**src/common/opaddr_pkg.sv**
```systemverilog
// Purpose: shared constants and types for the operand address decoder
// Assumes: byte-wide core memory read port, one clock
// Notes:   mode numbers and control codes follow the instruction set
package opaddr_pkg;
    localparam int          ADDR_W        = 15;
    localparam int          WORD_W        = 16;
    localparam logic [2:0]  MODE_PAGE0    = 3'h0;
    localparam logic [2:0]  MODE_REL      = 3'h1;
    localparam logic [2:0]  MODE_IND_P0   = 3'h2;
    localparam logic [2:0]  MODE_IND_REL  = 3'h3;
    localparam logic [2:0]  MODE_INDEX    = 3'h4;
    localparam logic [2:0]  MODE_BIAS     = 3'h5;
    localparam logic [2:0]  MODE_EXT      = 3'h6;
    localparam logic [2:0]  MODE_LIT      = 3'h7;
    localparam logic [4:0]  OPF_JUMP      = 5'h0c;
    localparam logic [4:0]  OPF_RJUMP     = 5'h0d;
    localparam logic [2:0]  OPF_MEMREF_HI = 3'h3;
    localparam logic [2:0]  OPF_VAR_LO    = 3'h5;
    localparam logic [7:0]  CODE_IDLE     = 8'h34;
    localparam logic [3:0]  CJ_HI         = 4'h1;
    localparam logic [1:0]  WLEN_RESET    = 2'h1;
    localparam logic        OVF_RESET     = 1'b0;
    localparam int          IDX_BIT       = 15;
    localparam int          VAR_BIT       = 3;
    localparam int          FLAG_BIT      = 2;

    typedef struct packed {
        logic halt_op;
        logic trap_op;
        logic sense_switch_entry_op;
        logic page_protect_op;
        logic irq_disable_op;
        logic irq_enable_op;
        logic timer_disable_op;
        logic timer_enable_op;
        logic idle_op;
    } ctrl_t;

    typedef struct packed {
        logic [WORD_W-1:0] acc_a;
        logic [WORD_W-1:0] acc_b;
        logic [WORD_W-1:0] index_x;
    } regs_t;
endpackage

```
**src/rtl/index_adder.sv**
```systemverilog
// Purpose: resolve a 16-bit address word with its index flag
// Assumes: address space of 15 bits
// Notes:   sums wrap within the address space
`timescale 1ns/1ps
`default_nettype none
module index_adder (
    input  wire logic [15:0] word_in,
    input  wire logic [15:0] index_in,
    output logic      [14:0] addr_out
);
    import opaddr_pkg::*;
    wire logic [14:0] sum;
    // bit 15 selects indexing; truncation keeps the wrap
    assign sum      = word_in[14:0] + index_in[14:0];
    assign addr_out = word_in[IDX_BIT] ? sum : word_in[14:0];
endmodule
`default_nettype wire

```
**src/rtl/operand_address_decoder.sv**
```systemverilog
// Purpose: decode first byte and resolve the operand address
// Assumes: memory answers a byte read one cycle after mem_rd_out
// Notes:   execution units outside consume oper_addr_out on done_out
`timescale 1ns/1ps
`default_nettype none
module operand_address_decoder (
    input  wire logic               clock_in,
    input  wire logic               arst_n_in,
    input  wire logic               start_in,
    input  wire logic [14:0]        pc_in,
    input  wire opaddr_pkg::regs_t  regs_in,
    input  wire logic               ovf_set_in,
    input  wire logic [7:0]         mem_data_in,
    output logic                    mem_rd_out,
    output logic      [14:0]        mem_addr_out,
    output logic      [14:0]        oper_addr_out,
    output logic      [14:0]        pc_out,
    output logic                    done_out,
    output logic                    busy_out,
    output logic      [4:0]         op_field_out,
    output logic      [2:0]         mode_out,
    output logic                    memref_out,
    output logic                    var_len_out,
    output logic      [2:0]         oper_bytes_out,
    output logic      [1:0]         word_len_out,
    output logic                    overflow_out,
    output logic                    branch_taken_out,
    output opaddr_pkg::ctrl_t       ctrl_out
);
    import opaddr_pkg::*;

    typedef enum logic [6:0] {
        S_IDLE = 7'h01, S_OPC = 7'h02, S_B2 = 7'h04, S_B3 = 7'h08,
        S_IW_HI = 7'h10, S_IW_LO = 7'h20, S_DONE = 7'h40
    } state_t;

    state_t      state;
    state_t      next_state;
    logic [7:0]  opcode;
    logic [7:0]  byte2;
    logic [7:0]  byte_hi;
    logic [14:0] pc;
    logic [14:0] oar;
    logic [1:0]  wlen;
    logic        ovf;
    logic        taken;
    logic        ind_pass;
    ctrl_t       ctrl;

    ////////////////////////////////////////////////////////////////////
    // field decode of the first byte
    wire logic [4:0]  opf      = mem_data_in[7:3];
    wire logic [2:0]  mode     = mem_data_in[2:0];
    wire logic [4:0]  op_r     = opcode[7:3];
    wire logic [2:0]  mode_r   = opcode[2:0];
    wire logic        memref   = opcode[7:5] >= OPF_MEMREF_HI;
    wire logic        is_jump  = (op_r == OPF_JUMP) || (op_r == OPF_RJUMP);
    wire logic        cjump    = opcode[7:4] == CJ_HI;
    // the first byte is on the bus only in S_B2, so decode it there
    wire logic        memref_b2 = mem_data_in[7:5] >= OPF_MEMREF_HI;
    wire logic        cjump_b2  = mem_data_in[7:4] == CJ_HI;
    wire logic        jump_b2   = (opf == OPF_JUMP) || (opf == OPF_RJUMP);
    // bit 3 asks for variable length only on the paired opcodes;
    // on fixed-only ones such as multiply it names the instruction
    wire logic        var_len  = (opcode[7:5] >= OPF_VAR_LO) &&
                                 opcode[VAR_BIT];
    wire logic [2:0]  nbytes   = var_len ? {1'b0, wlen} + 3'h1
                                         : 3'h2;
    // byte y is taken straight off the bus in S_B3, where it arrives
    wire logic [14:0] sext_y   = {{7{mem_data_in[7]}}, mem_data_in};
    wire logic [14:0] zext_y   = {7'h00, mem_data_in};
    wire logic [14:0] rel_sum  = pc + sext_y;
    wire logic [14:0] bias_sum = regs_in.index_x[14:0] + zext_y;
    wire logic [15:0] ext_word = {byte2, mem_data_in};
    wire logic [15:0] ind_word = {byte_hi, mem_data_in};
    wire logic [14:0] ext_addr;
    wire logic [14:0] ind_addr;

    index_adder u_ext (
        .word_in  (ext_word),
        .index_in (regs_in.index_x),
        .addr_out (ext_addr)
    );
    index_adder u_ind (
        .word_in  (ind_word),
        .index_in (regs_in.index_x),
        .addr_out (ind_addr)
    );

    ////////////////////////////////////////////////////////////////////
    // conditional jump test, low three bits pick the condition
    logic cond;
    always_comb begin
        case (opcode[2:0])
            3'h0:    cond = ovf;
            3'h1:    cond = regs_in.acc_a == 16'h0000;
            3'h2:    cond = regs_in.acc_b == 16'h0000;
            3'h3:    cond = regs_in.index_x == 16'h0000;
            3'h4:    cond = regs_in.acc_a[15];
            3'h5:    cond = regs_in.index_x[15];
            3'h6:    cond = regs_in.acc_a == regs_in.acc_b;
            default: cond = regs_in.acc_a == regs_in.index_x;
        endcase
    end
    wire logic take = cond ^ opcode[VAR_BIT];

    ////////////////////////////////////////////////////////////////////
    // sequencing: one byte is read per state that needs memory
    always_comb begin
        next_state = state;
        case (state)
            S_IDLE:  if (start_in) next_state = S_OPC;
            S_OPC:   next_state = S_B2;
            S_B2: begin
                if (!memref_b2 && !cjump_b2)
                    next_state = S_DONE; // one-byte control
                else if (cjump_b2)
                    next_state = S_B3;
                else if (mode == MODE_INDEX ||
                         (mode == MODE_LIT && !jump_b2))
                    next_state = S_DONE;
                else
                    next_state = S_B3;
            end
            S_B3: begin
                if (cjump) next_state = S_DONE;
                else if (mode_r == MODE_IND_P0 || mode_r == MODE_IND_REL)
                    next_state = S_IW_HI;
                else if (mode_r == MODE_EXT) next_state = S_IW_HI;
                else if (mode_r == MODE_LIT) next_state = S_IW_HI;
                else next_state = S_DONE;
            end
            // a mode 7 jump spends one extra step on the first-level word
            S_IW_HI: next_state = ind_pass ? S_IW_HI : S_IW_LO;
            S_IW_LO: next_state = S_DONE;
            S_DONE:  next_state = S_IDLE;
            default: next_state = S_IDLE;
        endcase
    end

    ////////////////////////////////////////////////////////////////////
    // memory address driven combinationally from the current step
    always_comb begin
        mem_rd_out   = 1'b0;
        mem_addr_out = pc;
        case (state)
            S_OPC:   mem_rd_out = 1'b1;
            // mode 4 and non-jump mode 7 read no second byte, so the counter stays put
            S_B2:    mem_rd_out = next_state == S_B3;
            S_B3: begin
                mem_rd_out = !cjump && mode_r != MODE_PAGE0 &&
                             mode_r != MODE_REL && mode_r != MODE_BIAS;
                if (mode_r == MODE_IND_P0) mem_addr_out = zext_y;
                if (mode_r == MODE_IND_REL) mem_addr_out = rel_sum;
            end
            // first pass of a mode 7 jump reads at the resolved word,
            // otherwise the low byte of the indirect word follows
            S_IW_HI: begin
                mem_rd_out   = mode_r != MODE_EXT;
                mem_addr_out = ind_pass ? ext_addr : oar + 15'h0001;
            end
            default: mem_rd_out = 1'b0;
        endcase
    end

    ////////////////////////////////////////////////////////////////////
    // datapath registers; each step takes the byte read last cycle
    always_ff @(posedge clock_in or negedge arst_n_in) begin
        if (!arst_n_in) begin
            state    <= S_IDLE;
            opcode   <= 8'h00;
            byte2    <= 8'h00;
            byte_hi  <= 8'h00;
            pc       <= 15'h0000;
            oar      <= 15'h0000;
            wlen     <= WLEN_RESET;
            ovf      <= OVF_RESET;
            taken    <= 1'b0;
            ind_pass <= 1'b0;
            ctrl     <= '0;
        end else begin
            state <= next_state;
            if (ovf_set_in) ovf <= 1'b1;
            case (state)
                S_IDLE: if (start_in) begin
                    pc    <= pc_in;
                    taken <= 1'b0;
                    ctrl  <= '0;
                end
                S_OPC: pc <= pc + 15'h0001;
                S_B2: begin
                    opcode <= mem_data_in;
                    if (mem_rd_out) pc <= pc + 15'h0001;
                    // only codes 08..0f touch length; overflow also clears on the jumps 10 and 18
                    if (mem_data_in[7:3] == 5'h01) begin
                        wlen <= mem_data_in[1:0];
                        ovf  <= mem_data_in[2] | ovf_set_in;
                    end
                    if (mem_data_in[7:3] == 5'h00) ctrl <= ctrl_t'(
                        {8'h80 >> mem_data_in[2:0], 1'b0});
                    if (mem_data_in == CODE_IDLE) ctrl.idle_op <= 1'b1;
                    if (memref_b2 && mode == MODE_INDEX)
                        oar <= regs_in.index_x[14:0];
                    // literal address is the byte after the opcode
                    if (memref_b2 && mode == MODE_LIT && !jump_b2)
                        oar <= pc;
                    ind_pass <= jump_b2 && mode == MODE_LIT;
                end
                S_B3: begin
                    byte2 <= mem_data_in;
                    // only instruction bytes advance the counter
                    if (!cjump && (mode_r == MODE_EXT || mode_r == MODE_LIT))
                        pc <= pc + 15'h0001;
                    if (cjump) begin
                        taken <= take;
                        if (opcode[2:0] == 3'h0 && ovf && !ovf_set_in)
                            ovf <= 1'b0;
                        if (take) oar <= rel_sum;
                        else oar <= pc;
                    end else case (mode_r)
                        MODE_PAGE0:   oar <= zext_y;
                        MODE_REL:     oar <= rel_sum;
                        MODE_BIAS:    oar <= bias_sum;
                        // pointer kept so the low byte can follow
                        MODE_IND_P0:  oar <= zext_y;
                        MODE_IND_REL: oar <= rel_sum;
                        default:      oar <= oar;
                    endcase
                end
                S_IW_HI: begin
                    if (ind_pass) begin
                        oar      <= ext_addr;
                        ind_pass <= 1'b0;
                    end else if (mode_r == MODE_EXT)
                        oar <= ext_addr;
                    else
                        byte_hi <= mem_data_in;
                end
                S_IW_LO: begin
                    if (mode_r != MODE_EXT)
                        oar <= ind_addr;
                end
                default: oar <= oar;
            endcase
        end
    end

    ////////////////////////////////////////////////////////////////////
    // outputs, data from flip-flops
    assign oper_addr_out    = oar;
    assign pc_out           = pc;
    assign done_out         = state == S_DONE;
    assign busy_out         = state != S_IDLE;
    assign op_field_out     = op_r;
    assign mode_out         = mode_r;
    assign memref_out       = memref;
    assign var_len_out      = var_len;
    assign oper_bytes_out   = nbytes;
    assign word_len_out     = wlen;
    assign overflow_out     = ovf;
    assign branch_taken_out = taken;
    assign ctrl_out         = ctrl;

    ////////////////////////////////////////////////////////////////////
    // checks
    property p_index4;
        @(posedge clock_in) disable iff (!arst_n_in)
        (state == S_B2 && mem_data_in[7:5] >= 3'h3 &&
         mem_data_in[2:0] == MODE_INDEX)
        |=> oar == $past(regs_in.index_x[14:0]);
    endproperty
    a_index4: assert property (p_index4) else $error("mode 4 wrong");
    property p_page0;
        @(posedge clock_in) disable iff (!arst_n_in)
        (state == S_B3 && memref && mode_r == MODE_PAGE0)
        |=> oar[14:8] == 7'h00;
    endproperty
    a_page0: assert property (p_page0) else $error("page0 high");
    property p_done;
        @(posedge clock_in) disable iff (!arst_n_in)
        (state == S_IDLE && start_in) |-> ##[3:7] done_out;
    endproperty
    a_done: assert property (p_done) else $error("no done");
    property p_wlen;
        @(posedge clock_in) disable iff (!arst_n_in)
        !(state == S_B2 && mem_data_in[7:3] == 5'h01) |=> $stable(wlen);
    endproperty
    a_wlen: assert property (p_wlen) else $error("wlen changed");
    property p_ovf;
        @(posedge clock_in) disable iff (!arst_n_in)
        (state == S_B2 && mem_data_in[7:2] == 6'h03 && !ovf_set_in)
        |=> ovf;
    endproperty
    a_ovf: assert property (p_ovf) else $error("ovf not set");
    property p_litpc;
        @(posedge clock_in) disable iff (!arst_n_in)
        (done_out && memref && mode_r == MODE_LIT && !is_jump)
        |-> oar == pc;
    endproperty
    a_litpc: assert property (p_litpc) else $error("literal addr");
    property p_bias;
        @(posedge clock_in) disable iff (!arst_n_in)
        (state == S_B3 && memref && mode_r == MODE_BIAS)
        |=> oar == $past(regs_in.index_x[14:0]) + {7'h00, $past(mem_data_in)};
    endproperty
    a_bias: assert property (p_bias) else $error("bias addr");
    property p_idle;
        @(posedge clock_in) disable iff (!arst_n_in)
        done_out |=> state == S_IDLE;
    endproperty
    a_idle: assert property (p_idle) else $error("stuck");
    c_jump: cover property (@(posedge clock_in) done_out && is_jump && memref);
    c_cj:   cover property (@(posedge clock_in) done_out && cjump && taken);
    c_ind:  cover property (@(posedge clock_in) done_out && mode_r == MODE_IND_REL);
endmodule
`default_nettype wire

```
**config.mk**
```make
export PLATFORM = sky130hd
export DESIGN_NAME = operand_address_decoder
export DESIGN_NICKNAME = d
export VERILOG_FILES = /design/src/common/opaddr_pkg.sv /design/src/rtl/index_adder.sv /design/src/rtl/operand_address_decoder.sv
export SDC_FILE = /design/constraint.sdc
export NUM_CORES = 1
export LEC_CHECK = 0
export BUFFER_PORTS_ARGS = -buffer_cell sky130_fd_sc_hd__buf_2
export CORE_AREA = 4 4 167 169
export DETAILED_ROUTE_END_ITERATION = 12
export DIE_AREA = 0 0 171 173
export GPL_TIMING_DRIVEN = 0
export PLACE_DENSITY_LB_ADDON = 0.1
export SYNTH_ARGS = -nofsm -noshare
export SYNTH_HDL_FRONTEND = slang
export SYNTH_SLANG_ARGS = --single-unit
export TNS_END_PERCENT = 5
```
**constraint.sdc**
```tcl
create_clock -name clock_in -period 4.9 [get_ports clock_in]
set_input_delay 1.225 -clock clock_in [delete_from_list [all_inputs] [get_ports clock_in]]
set_output_delay 1.225 -clock clock_in [all_outputs]
set_load 0.02 [all_outputs]
```
Word-level counts from Yosys, hierarchy flattened

Index checks and enable logic that the tools add are counted.

Bits in registers: 75
Memories: 0
Bits in latches: 0
Input port bits: 75
Output and inout bits: 74
Word-level logic and storage cells: 160
Bits in writable memories: 0
Memory bits (read-only): 0

$lt $le $gt $ge: 3
Reduce and logical (&&, ||, !) cells: 42
Shifts and indexed selects: 1
Multiplexer cells: 45
Div/mod/pow operators: 0
Bitwise logic cells: 4
Add/sub/neg operators: 7
Equality and inequality tests: 39
$mul: 0

Operators by type and width:

| cell                                             | number |
|---|---|
| two-way mux 15 bit                               | 15 |
| one-hot mux 15 bit (4 select lines)              | 2 |
| two-way mux 7 bit                                | 8 |
| logical NOT 16 bit                               | 3 |
| adder 15 bit                                     | 3 |
| one-hot mux 15 bit (3 select lines)              | 1 |
| one-hot mux 7 bit (6 select lines)               | 1 |
| == test 16 bit                                   | 2 |
| adder 15 x 1 -> 15 bit, second input constant    | 2 |
| one-hot mux 15 bit (2 select lines)              | 1 |
| == test 3 bit, second input constant             | 6 |
| two-way mux 9 bit                                | 2 |
| one-hot mux 9 bit (2 select lines)               | 1 |
| adder 15 x 8 -> 15 bit                           | 1 |
| inequality test 3 bit, second input constant     | 5 |
| == test 7 x 4 -> 1 bit, second input constant    | 2 |
| logical AND 1 bit                                | 13 |
| inequality test 2 bit, second input constant     | 6 |
| AND reduction 3 bit                              | 4 |
| == test 5 x 4 -> 1 bit, second input constant    | 2 |
| == test 4 x 1 -> 1 bit, second input constant    | 2 |
| == test 8 x 6 -> 1 bit, second input constant    | 1 |
| nonzero test 4 bit                               | 2 |
| right shift 8 x 3 -> 8 bit, first input constant | 1 |
| 34 further kinds                                 | 55 |

Logic depth before layout (Yosys ltp)

Gate-level depths: netlist of the first run.

Word-level depth: 13
Mapped depth: 12

Cells and area by module

From an unflattened synthesis of the first run, not the netlist that was laid out.

Cell total of the unflattened synthesis: 1094
Area, all modules: 8640.8 µm²

By module, submodules not included:

| module                  | instances | cells an instance | seq. area each (µm²) | area each (µm²) |
|---|---|---|---|---|
| operand_address_decoder | 1         | 868               | 1879.3               | 6854.1 |
| index_adder             | 2         | 113               | 0.0                  | 893.4 |

Least setup slack after synthesis of the first run

OpenSTA, ideal clock, no wires.

Kind: input to output
Start: in mem_data_in[0]
End: out mem_addr_out[14]
Arrival time: 3514 ps
Path buffers: 0
Setup slack: 161 ps
Data required time: 3675 ps
Cell stages on the path: 10
Cell sequence: ha_1 fa_1 a211oi_1 o21ai_0 a41oi_1 a31oi_1 xnor2_1 mux2i_1 o22ai_1 a221o_1

Cells in the longest elaborated chain, start to end: 4

RTL lines:

| item                                    | RTL line                       | RTL |
|---|---|---|
| start: declaration                      | operand_address_decoder.sv:13  | `input wire logic [7:0] mem_data_in,` |
| adder 15 bit                            | index_adder.sv:14              | `assign sum = word_in[14:0] + index_in[14:0];` |
| two-way mux 15 bit                      | index_adder.sv:15              | `assign addr_out = word_in[IDX_BIT] ? sum : word_in[14:0];` |
| two-way mux 15 bit                      | operand_address_decoder.sv:160 | `mem_addr_out = ind_pass ? ext_addr : oar + 15'h0001;` |
| one-hot mux 15 bit (2 select lines) (*) | operand_address_decoder.sv:146 | `case (state)` |
| end: declaration                        | operand_address_decoder.sv:15  | `output logic [14:0] mem_addr_out,` |

Mark *: on every way between the ends. The rest lies on a longest branch, timed or not.

Worst setup path in the final report of the first run

Start: in mem_data_in[3]
End: out mem_addr_out[14]

Same word-level chain as after synthesis.

==> qor.yml, run 1 <==
power_and_ir_drop:
  power_density_mw_per_mm2: 588
  ir_worst_vdd_v: 0.000304
  leakage_nw: 4.09
clocking:
  cts.clk_slew.worst_paths_ns: 0.07
  worstSkewPairLatency_ns: 0.36
  cts_max_path_buffers: 2
  tritoncts_clock_tree: "yes"
  clock_tree.root_cell: "clkbuf_16"
  hold_buffers: 0
  ctsHtreeMaxLevel: 3
  numClockSinks: 75
  cts-buffers-inserted: 9
final_layout:
  final_net_count: 1328
  area_delta_synth_final_pct: 23.8
  antenna-diode-count: 0
  final_area_mm2: 0.00973
  mostFrequentLayoutCell: "buf_2"
  layout-drive-gt1-share_pct: 20.5
  commonest_cells_after_routing_fill_and_taps_aside: "buf_2, nand2_1, nor2_1"
  fin_util_pct: 36.6
  final.fill_count: 2876
global_routing:
  total_track_usage_pct: 24.7
  antenna_found_initial: 2
  grt_first_pass_wirelength_um: 55600
  vias_in_the_first_global_route: 8857
  grt_overflow: 0
  grt_max_degree: 56
critical_path:
  critical_path.startpoint: "mem_data_in[3]"
  critical_path.max_fanout: 7
  cp_data_arrival_time_ns: 3.86
  critPathCapture: "mem_addr_out[14]"
  rr_endpoint: "oper_addr_out[8]$_DFFE_PN0P_"
  startpoint_to_endpoint_class_of_the_critical_path: "in2out"
  rrSetupSlack_ns: 0.83
  setup.worst_path.start_class: "input pin"
  cp-end-kind: "primary output"
  worst_r2r_path_depth: 8
  reg2reg_from: "opcode[5]$_DFFE_PN0P_"
  required_ns: 3.67
synth:
  ys_dominant_reg_cell: "dfrtp_1"
  syn_inst: 1049
  synth_area_mm2: 0.00786
  avgSynthCellArea_um2: 7.49
  synth-edff-count: 0
  synth_cell_type_count: 76
  netlist_top_cells_area: "dfrtp_1, nand2_1, ha_1, a21oi_1, o21ai_0"
  synth-async-reset-ratio_pct: 100
  synth_seq_area_share_pct: 23.9
  ys.warnings.count: 0
  synth_largest_type_area_fraction_pct: 23.2
  yosys.area.top_type: "dfrtp_1"
  synthesis.nets: 1163
  synth_seq_cells: 75
place:
  dpl.hpwl_um: 29100
  port_buffers: 147
  placed_area_mm2: 0.00905
  place.gp.congestion: 0.955
routing:
  final_antenna_net_count: 0
  first_pass_iters: 7
  met1_length_um: 16800
  top_layer: "met5"
  post-route-drc-count: 0
  num_vias: 9093
  drt_iter0_markers: 873
  wl_per_instance_um: 24.2
  drt-total-wl_um: 37700
  met3_wirelength_um: 2690
  met2WireLength_um: 17200
  route.detailed.vias_per_inst: 5.83
timing:
  timing.final.max_slew_violations: 0
  hold_viol_final: 0
  timing.final.setup_violations: 3
  worst-slew-pin-transition_ns: 1.17
  final_critical_path_setup_slack_ns: -0.181
  slew_headroom_pct: 21.8
  fin_crit_ns: 5.08
  clock-skew-final_ns: 0.0109
  layout_worst_path_cycle_share_pct: 104
  max_freq_mhz: 197
  rsz_0062_raised_after_global_routing: "yes"
floorplan:
  effective_utilization_at_floorplan_pct: 29.6
  num_io_pins: 149
  die_w_um: 171
  dieArea_mm2: 0.0296
  rows: 60
  die-height_um: 173
  core_area_mm2: 0.0266
outcome:
  violations: "negative setup slack"
  outcome: "complete, but fails checks"
worst_hold_path:
  min-delay-path-class: "reg2reg"
flow_run:
  maxCapViolations: 0
==> final cells by class <==
type / instances / area, um^2 / area share [%]
Multi-Input combinational cell: 878 / 5880 / 60.5
Sequential cell: 75 / 1880 / 19.3
Timing Repair Buffer: 155 / 857 / 8.81
Tap cell: 341 / 427 / 4.39
Buffer: 66 / 262 / 2.69
Clock buffer: 9 / 225 / 2.32
Inverter: 29 / 109 / 1.12
Clock inverter: 7 / 87.6 / 0.900
==> metal layers <==
layer / track usage, % / vias up
met5: 0 / -
met4: 7.33 / 2
met3: 4.98 / 71
met2: 38.3 / 387
met1: 34.7 / 4411
li1: - / 4222
==> synth_stat cells (19+ instances only) <==
cell        n
nor2_1     96
nand2_1   127
clkbuf_1   59
inv_1      28
mux2i_1    35
dfrtp_1    73
xnor2_1    44
xor2_1     22
o22ai_1    20
nand3_1    47
a21oi_1    89
ha_1       37
o21ai_0    80
nor3_1     19
==> state kept, by name, summed over array words and instances, names as in the netlist, 2 cells and up <==
| signal | count |
|---|---|
| word_len_out | 2 |
| ctrl_out | 9 |
| state | 7 |
| oper_addr_out | 15 |
| opcode | 8 |
| pc_out | 15 |
| byte2 | 8 |
| byte_hi | 8 |
==> through the flow <==
| stage | power (W) | instances | setup TNS (ns) | hold slack [ns] | setup slack [ns] |
|---|---|---|---|---|---|
| floorplan | 0.00342 | 1049 | 0 | 0.472 | 0.161 |
| global placement | 0.00467 | 1537 | -2.83 | 0.476 | -0.782 |
| detailed placement | 0.00467 | 1538 | -2.67 | 0.460 | -0.750 |
| CTS | 0.00556 | 1555 | -0.803 | 0.485 | -0.298 |
| global route | 0.00608 | 1560 | -0.918 | 0.511 | -0.246 |
| finish | 0.00572 | 1560 | -0.329 | 0.481 | -0.181 |
==> cell families after synthesis <==
family / synth area share [%]
buf+inv: 4.76
fa+ha+maj: 6.40
flops: 23.9
simple gates: 23.7
compound gates: 27.4
xor+xnor: 7.36
mux: 6.47
==> critical path: stages <==
cell and delay, ns:
buf_2 0.17, ha_1 0.37, o21ai_0 0.42, o21bai_2 0.16
nand4b_1 0.22, nand3_2 0.13, o311ai_4 0.37, nand4_1 0.19
o31ai_2 0.14, a221o_1 0.29, buf_6 0.15
==> worst min-delay path by stage <==
| stage | cells after the start | to | start |
|---|---|---|---|
| floorplan | 2 | byte2[4]$_DFFE_PN0P_ | byte2[4]$_DFFE_PN0P_ |
| CTS | 2 | ctrl_out[6]$_DFFE_PN0P_ | ctrl_out[6]$_DFFE_PN0P_ |
| global placement | 2 | ctrl_out[6]$_DFFE_PN0P_ | ctrl_out[6]$_DFFE_PN0P_ |
| global route | 2 | ctrl_out[6]$_DFFE_PN0P_ | ctrl_out[6]$_DFFE_PN0P_ |
| finish | 2 | ctrl_out[6]$_DFFE_PN0P_ | ctrl_out[6]$_DFFE_PN0P_ |
| detailed placement | 2 | ctrl_out[6]$_DFFE_PN0P_ | ctrl_out[6]$_DFFE_PN0P_ |
==> where the power goes <==
part	internal [W]	switching [W]
registers	0.000834	0.000423
clock network	0.000410	0.000341
logic	0.00135	0.00236
total	0.00259	0.00313
==> timing repair <==
item / in CTS / in global routing
setup buffers: 2 / 5
hold endpoints to repair: 0 / 0
resized for setup: 33 / 42
pin swaps: 9 / 28
cloned: 0 / 0
setup endpoints to repair: 7 / 14
(Power assumes the default switching activity.)
==> inputs of run 2 (changes only) <==
- ABC_AREA: default -> 1
- CORE_AREA: 4 4 167 169 -> 4 4 173 175
- DIE_AREA: 0 0 171 173 -> 0 0 177 179
==> run 2 against run 1 <==
- the flow now finishes without violations
- area after synthesis rose by 6.5%
- synthesized cell count rose by 30%
- critical endpoint is now mem_addr_out[12]
- largest power group unchanged
- largest cell class unchanged
- worst setup slack improved by 0.20 ns
- utilization fell by 1.5 points
- clock skew barely moved
- wire length rose by 8.0%
- critical path depth rose by 2
- total power fell by 0.48%
- sequential share of layout area fell by 0.51 points
- hold slack improved by 0.0094 ns
==> qor.yml, run 2 <==
clocking:
  ctsHtreeMaxLevel: 3  # unchanged
  hold_buffers: 0  # unchanged
  cts.clk_slew.worst_paths_ns: 0.08  # was 0.07 ns
  clock_tree.root_cell: "clkbuf_16"  # unchanged
  worstSkewPairLatency_ns: 0.37  # was 0.36 ns
  numClockSinks: 75  # unchanged
  tritoncts_clock_tree: "yes"  # unchanged
  cts_max_path_buffers: 2  # unchanged
  cts-buffers-inserted: 9  # unchanged
routing:
  route.detailed.vias_per_inst: 5.40  # was 5.83
  final_antenna_net_count: 0  # unchanged
  post-route-drc-count: 0  # unchanged
  drt_iter0_markers: 1004  # was 873
  first_pass_iters: 5  # was 7
  drt-total-wl_um: 40800  # was 37,700 um
  num_vias: 10300  # was 9,093
  wl_per_instance_um: 21.3  # was 24.2 um
global_routing:
  grt_overflow: 0  # unchanged
  grt_first_pass_wirelength_um: 60300  # was 55,600 um
  antenna_found_initial: 0  # was 2
  total_track_usage_pct: 25.3  # was 24.7%
  grt_max_degree: 50  # was 56
  vias_in_the_first_global_route: 9707  # was 8,857
final_layout:
  mostFrequentLayoutCell: "nand2_1"  # was buf_2
  layout-drive-gt1-share_pct: 15.2  # was 20.5%
  antenna-diode-count: 0  # unchanged
  final_area_mm2: 0.00999  # was 0.00973 mm^2
  final.fill_count: 3238  # was 2,876
  final_net_count: 1640  # was 1,328
  area_delta_synth_final_pct: 19.4  # was 23.8%
  commonest_cells_after_routing_fill_and_taps_aside: "nand2_1, buf_2, inv_1"  # was buf_2, nand2_1, nor2_1
synth:
  synth_area_mm2: 0.00837  # was 0.00786 mm^2
  synth_cell_type_count: 56  # was 76
  synth_largest_type_area_fraction_pct: 21.8  # was 23.2%
  yosys.area.top_type: "dfrtp_1"  # unchanged
  synthesis.nets: 1480  # was 1,163
  synth-async-reset-ratio_pct: 100  # unchanged
  synth_seq_cells: 75  # unchanged
  avgSynthCellArea_um2: 6.13  # was 7.49 um^2
  synth_commonest_cells: "nand2_1, inv_1, nor2_1"  # was nand2_1, nor2_1, a21oi_1
  dominant_cell_by_count_in_the_synthesized_netlist: "nand2_1"  # unchanged
  ys.warnings.count: 0  # unchanged
  synth-edff-count: 0  # unchanged
  netlist_top_cells_area: "dfrtp_1, nand2_1, nand3_1, o21ai_0, inv_1"  # was dfrtp_1, nand2_1, ha_1, a21oi_1, o21ai_0
  syn_inst: 1366  # was 1,049
  ys_dominant_reg_cell: "dfrtp_1"  # unchanged
  synth_seq_area_share_pct: 22.5  # was 23.9%
critical_path:
  setup.worst_path.start_class: "input pin"  # unchanged
  rrSetupSlack_ns: 1.53  # was 0.83 ns
  timing.critical_path.max_delay_family: "compound AO/OA/AOI/OAI gates"  # unchanged
  path_cells: "buf_2, ha_1, clkbuf_1, a21oi_1, o21ai_0, nand2_1, nand3_1, nor2_1, nor2_1, nand2_1, nand3_1, nand4_1, buf_2"  # was buf_2, ha_1, o21ai_0, o21bai_2, nand4b_1, nand3_2, o311ai_4, nand4_1, o31ai_2, a221o_1, buf_6
  cp-end-kind: "primary output"  # unchanged
  cp_data_arrival_time_ns: 3.65  # was 3.86 ns
  worst-path-buf-inv: 3  # was 2
  critical_path.max_fanout: 9  # was 7
  crit_path_slowest_cell: "a21oi_1"  # was o21ai_0
  startpoint_to_endpoint_class_of_the_critical_path: "in2out"  # unchanged
  critPathMaxStageDelay_ns: 0.43  # was 0.42 ns
  required_ns: 3.67  # about the same
place:
  port_buffers: 147  # unchanged
  dpl.hpwl_um: 32800  # was 29,100 um
  detailedPlace.worstSlack_ns: -0.831  # was -0.750 ns
  place.gp.congestion: 0.929  # was 0.955
  placed_area_mm2: 0.00962  # was 0.00905 mm^2
worst_hold_path:
  min-delay-path-class: "reg2reg"  # unchanged
power_and_ir_drop:
  ir_worst_vdd_v: 0.000242  # was 0.000304 V
  power_density_mw_per_mm2: 570  # was 588 mW/mm^2
  leakage_nw: 4.92  # was 4.09 nW
floorplan:
  rows: 62  # was 60
  core_area_mm2: 0.0285  # was 0.0266 mm^2
  num_io_pins: 149  # unchanged
  die-height_um: 179  # was 173 um
  effective_utilization_at_floorplan_pct: 29.4  # was 29.6%
  dieArea_mm2: 0.0317  # was 0.0296 mm^2
  die_w_um: 177  # was 171 um
timing:
  timing.hold.ws_ns: 0.490  # was 0.481 ns
  finalSetupTns_ns: 0  # was -0.329 ns
  timing.final.setup_violations: 0  # was 3
  layout_worst_path_cycle_share_pct: 99.6  # was 104%
  final_critical_path_setup_slack_ns: 0.0217  # was -0.181 ns
  clock-skew-final_ns: 0.0107  # was 0.0109 ns
  max_freq_mhz: 205  # was 197 MHz
  worst-slew-pin-transition_ns: 0.939  # was 1.17 ns
  hold_viol_final: 0  # unchanged
  slew_headroom_pct: 36.9  # was 21.8%
  timing.final.max_slew_violations: 0  # unchanged
  fin_crit_ns: 4.88  # was 5.08 ns
  rsz_0062_raised_after_global_routing: "yes"  # unchanged
outcome:
  outcome: "finished clean"  # was complete, but fails checks
flow_run:
  maxCapViolations: 0  # unchanged
run 2: cell types whose count changed in the layout (fill, tap and decap cells not counted), sizes merged, moves of 11 or more:
cell    change
nand4      +24
nor2       +46
and3       -11
xnor2      -37
nand2     +229
clkbuf     -26
and2       -15
inv       +124
o21ai      +49
mux2       -14
nand3      +80
mux2i      -35
run 2: timing repair:
| action | CTS | global route |
|---|---|---|
| pin swaps | 1 | 2 |
| endpoints found under the setup margin | 7 | 7 |
| resized for setup | 10 | 12 |
| buffers inserted | 1 | 0 |
| gates cloned | 0 | 0 |
run 2: worst register-to-register path: cells and delay by family, from the launching register on:
kind                   cells  cell delay, ns
flip-flops                 1            0.40
AND/OR/NAND/NOR            8            1.70
AO/OA/AOI/OAI              3            0.49
buffers and inverters      3            0.73
run 2: per-stage QoR:
| stage | cells | power, W | utilization [%] |
|---|---|---|---|
| 2_1_floorplan | 1366 | 0.00361 | - |
| 3_3_place_gp | 1897 | 0.00491 | 33.7 |
| 3_5_place_dp | 1898 | 0.00491 | 33.8 |
| 4_1_cts | 1915 | 0.00566 | 34.9 |
| 5_1_grt | 1915 | 0.00614 | 35.1 |
| 6_report | 1915 | 0.00569 | 35.1 |
run 2: cell families after synthesis:
family / synth area share [%]
xor+xnor: 3.98
buf+inv: 9.94
compound gates: 21.1
simple gates: 36.5
fa+ha+maj: 6.01
flops: 22.5
run 2: routing by layer:
metal | routed length [um] | vias to the layer above | share of wire (%) | global-route usage [%]
met2 | 17900 | 419 | 44 | 39.2
met1 | 18900 | 4913 | 46 | 36.1
met4 | 1170 | 0 | 2.9 | 7.90
met3 | 2770 | 64 | 6.8 | 4.09
li1 | - | 4947 | - | -
met5 | 0 | - | 0 | 0
run 2: path summary, 6_finish.rpt:
kind / start / cells past startpoint / end
min in group asynchronous: arst_n_in / 1 / oper_addr_out[14]$_DFFE_PN0P_
max in group asynchronous: arst_n_in / 2 / state[0]$_DFF_PN1_
setup reg to reg: state[3]$_DFF_PN0_ / 14 / oper_addr_out[8]$_DFFE_PN0P_
hold reg to reg: ctrl_out[7]$_DFFE_PN0P_ / 2 / ctrl_out[7]$_DFFE_PN0P_
hold / removal: ctrl_out[7]$_DFFE_PN0P_ / 2 / ctrl_out[7]$_DFFE_PN0P_
setup / recovery: mem_data_in[7] / 13 / mem_addr_out[12]
run 2: final cells by class:
class / instances / area (um^2) / area share [%]
plain buffers: 53 / 246 / 2.47
clock buffers: 9 / 225 / 2.25
clock inverters: 7 / 73.8 / 0.739
inverters: 154 / 586 / 5.86
multi-input cells: 1084 / 5720 / 57.3
flip-flops and latches: 75 / 1880 / 18.8
well taps: 384 / 480 / 4.81
repair buffers: 149 / 776 / 7.76
run 2: where the power goes:
part / switching (W) / internal [W] / total (W)
clock: 0.000356 / 0.000363 / 0.000719
sequential: 0.000303 / 0.000830 / 0.00113
combinational: 0.00266 / 0.00118 / 0.00384
==> inputs of run 3 (changes only) <==
- CORE_AREA: 4 4 173 175 -> 4 4 132 228
- DIE_AREA: 0 0 177 179 -> 0 0 136 232
- clock period: 4.9 -> 3.95 ns (I/O delays scaled with it)
==> run 3 against run 2 <==
- the flow now finishes with violations (negative setup slack)
- combinational power increased by 36%
- final area increased by 6.2%
- sequential cell count unchanged
- largest power group unchanged
==> qor.yml, run 3 (synthesis gave the netlist of run 2 again) <==
clocking:
  numClockSinks: 75  # unchanged
  ctsHtreeMaxLevel: 3  # unchanged
  worstSkewPairLatency_ns: 0.38  # was 0.37 ns
  hold_buffers: 0  # unchanged
  cts-buffers-inserted: 9  # unchanged
  clock_tree.root_cell: "clkbuf_16"  # unchanged
  tritoncts_clock_tree: "yes"  # unchanged
  cts.clk_slew.worst_paths_ns: 0.07  # was 0.08 ns
  cts_max_path_buffers: 2  # unchanged
routing:
  drt-total-wl_um: 44100  # was 40,800 um
  drt_iter0_markers: 825  # was 1,004
  num_vias: 10500  # was 10,300
  route.detailed.vias_per_inst: 5.47  # was 5.40
  wl_per_instance_um: 23.0  # was 21.3 um
  final_antenna_net_count: 0  # unchanged
  first_pass_iters: 5  # unchanged
  post-route-drc-count: 0  # unchanged
floorplan:
  num_io_pins: 149  # unchanged
  die_w_um: 136  # was 177 um
  effective_utilization_at_floorplan_pct: 29.8  # was 29.4%
  rows: 81  # was 62
  dieArea_mm2: 0.0316  # was 0.0317 mm^2
  core_area_mm2: 0.0281  # was 0.0285 mm^2
  die-height_um: 232  # was 179 um
global_routing:
  grt_max_degree: 44  # was 50
  total_track_usage_pct: 28.1  # was 25.3%
  vias_in_the_first_global_route: 10700  # was 9,707
  grt_first_pass_wirelength_um: 65600  # was 60,300 um
  grt_overflow: 0  # unchanged
  antenna_found_initial: 0  # unchanged
power_and_ir_drop:
  power.share.clock_pct: 11.5  # was 12.6%
  ir_worst_vdd_v: 0.000479  # was 0.000242 V
  power.switching_w: 0.00435  # was 0.00332 W
  leakage_nw: 5.08  # was 4.92 nW
  power_density_mw_per_mm2: 710  # was 570 mW/mm^2
  internal_pwr_total_w: 0.00318  # was 0.00237 W
  logic_gate_share_of_total_power_pct: 69.3  # was 67.5%
  switching_share_pct: 57.8  # was 58.3%
  sequentialPowerShare_pct: 19.2  # was 19.9%
  power.total_w: 0.00753  # was 0.00569 W
critical_path:
  critical-path-top-cell-by-count: "nand2_1"
  path_cells: "clkbuf_4, ha_1, nand3_2, nand3_4, a21boi_4, o21ai_4, a31oi_1, or2_2, nand3_1, nand2_1, inv_1, nand2_1, o2111ai_2, buf_4"  # was buf_2, ha_1, clkbuf_1, a21oi_1, o21ai_0, nand2_1, nand3_1, nor2_1, nor2_1, nand2_1, nand3_1, nand4_1, buf_2
  critPathMaxStageDelay_ns: 0.31  # was 0.43 ns
  startpoint_to_endpoint_class_of_the_critical_path: "in2out"  # unchanged
  critical_path.max_fanout: 5  # was 9
  cp_data_arrival_time_ns: 3.02  # was 3.65 ns
  cp-end-kind: "primary output"  # unchanged
  required_ns: 2.96  # was 3.67 ns
  setup.worst_path.start_class: "input pin"  # unchanged
  crit_path_slowest_cell: "ha_1"  # was a21oi_1
timing:
  worst-slew-pin-transition_ns: 0.969  # was 0.939 ns
  finalSetupTns_ns: -0.365  # was 0 ns
  fin_crit_ns: 4.01
  max_freq_mhz: 249
  slew_headroom_pct: 34.6  # was 36.9%
  timing.final.setup_violations: 10  # was 0
  clock-skew-final_ns: 0.0171  # was 0.0107 ns
  hold_viol_final: 0  # unchanged
  layout_worst_path_cycle_share_pct: 102
  timing.final.max_slew_violations: 0  # unchanged
  final_critical_path_setup_slack_ns: -0.0617  # was 0.0217 ns
  rsz_0062_raised_after_global_routing: "yes"  # unchanged
outcome:
  violations: "negative setup slack"
  outcome: "complete, but fails checks"  # was finished clean
final_layout:
  layout-drive-gt1-share_pct: 20.5  # was 15.2%
  commonest_cells_after_routing_fill_and_taps_aside: "nand2_1, buf_2, inv_1"  # unchanged
  final_net_count: 1656  # was 1,640
  antenna-diode-count: 0  # unchanged
  mostFrequentLayoutCell: "nand2_1"  # unchanged
  area_delta_synth_final_pct: 26.8  # was 19.4%
place:
  port_buffers: 147  # unchanged
  place.gp.congestion: 0.941  # was 0.929
  dpl.hpwl_um: 36100  # was 32,800 um
worst_hold_path:
  min-delay-path-class: "reg2reg"  # unchanged
flow_run:
  maxCapViolations: 0  # unchanged
## run 3: cell count changes in the layout (fill, tap and decap cells not counted), moves of 8 or more
cell / delta
a21oi_1: -10
buf_2: -11
buf_4: +20
ha_1: -17
ha_4: +13
o21ai_0: -8
## run 3: power groups by stage
stage / clock network (W) / logic, W / registers [W]
4_1_cts: 0.000887 / 0.00509 / 0.00144
6_report: 0.000866 / 0.00522 / 0.00145
3_5_place_dp: 0 / 0.00480 / 0.00144
3_3_place_gp: 0 / 0.00479 / 0.00144
2_1_floorplan: 0 / 0.00293 / 0.00154
5_1_grt: 0.000914 / 0.00571 / 0.00149
## run 3: repair_timing
item / CTS / global route
gates resized for setup: 90 / 43
endpoints found under the hold margin: 0 / 0
endpoints found under the setup margin: 16 / 16
pin swaps: 22 / 15
setup buffers: 14 / 4
## run 3: layer usage
metal  routed length [um]  track usage (%)
met5                    0                0
met4                 3690             20.1
met3                 2300             3.32
met2                22800             51.6
met1                15400             28.7
## run 3: layout make-up
type,instances,area (um^2)
fill,3152,17500
timing repair buffer,166,967
multi-input combinational,1084,6170
clock buffer,9,225
clock inverter,7,66.3
inverter,154,588
buffer,52,249
tap,373,467
sequential,75,1880
## run 3: worst paths after layout
check | startpoint | endpoint | slack (ns) | cells after the start
min reg2reg | ctrl_out[1]$_DFFE_PN0P_ | ctrl_out[1]$_DFFE_PN0P_ | 0.48 | 2
min in group asynchronous | arst_n_in | oper_addr_out[2]$_DFFE_PN0P_ | 0.57 | 1
min | ctrl_out[1]$_DFFE_PN0P_ | ctrl_out[1]$_DFFE_PN0P_ | 0.48 | 2
max | mem_data_in[1] | mem_addr_out[9] | -0.06 | 14
max reg2reg | state[5]$_DFF_PN0_ | pc_out[6]$_DFFE_PN0P_ | 0.69 | 13
max in group asynchronous | arst_n_in | word_len_out[0]$_DFFE_PN1P_ | 2.73 | 2
## run 3: worst max-delay path, delay by kind of cell
kind / cells / cell delay (ns)
adders and majority gates: 1 / 0.31
buffers and inverters: 3 / 0.44
AOI/OAI and AO/OA: 4 / 0.69
and+or+nand+nor: 6 / 0.59
## run 3: through the flow
stage               worst slack [ns]  instance area (um^2)  cells  util [%]  hold WS (ns)
finish                       -0.0617                 10600   1920      37.8         0.484
CTS                           -0.130                 10400   1916      37.0         0.491
detailed placement            -0.963                  9610   1887      34.2         0.472
floorplan                     0.0260                  8380   1366         -         0.453
global placement              -0.968                  9580   1886      34.1         0.468
global route                  -0.132                 10600   1920      37.8         0.519
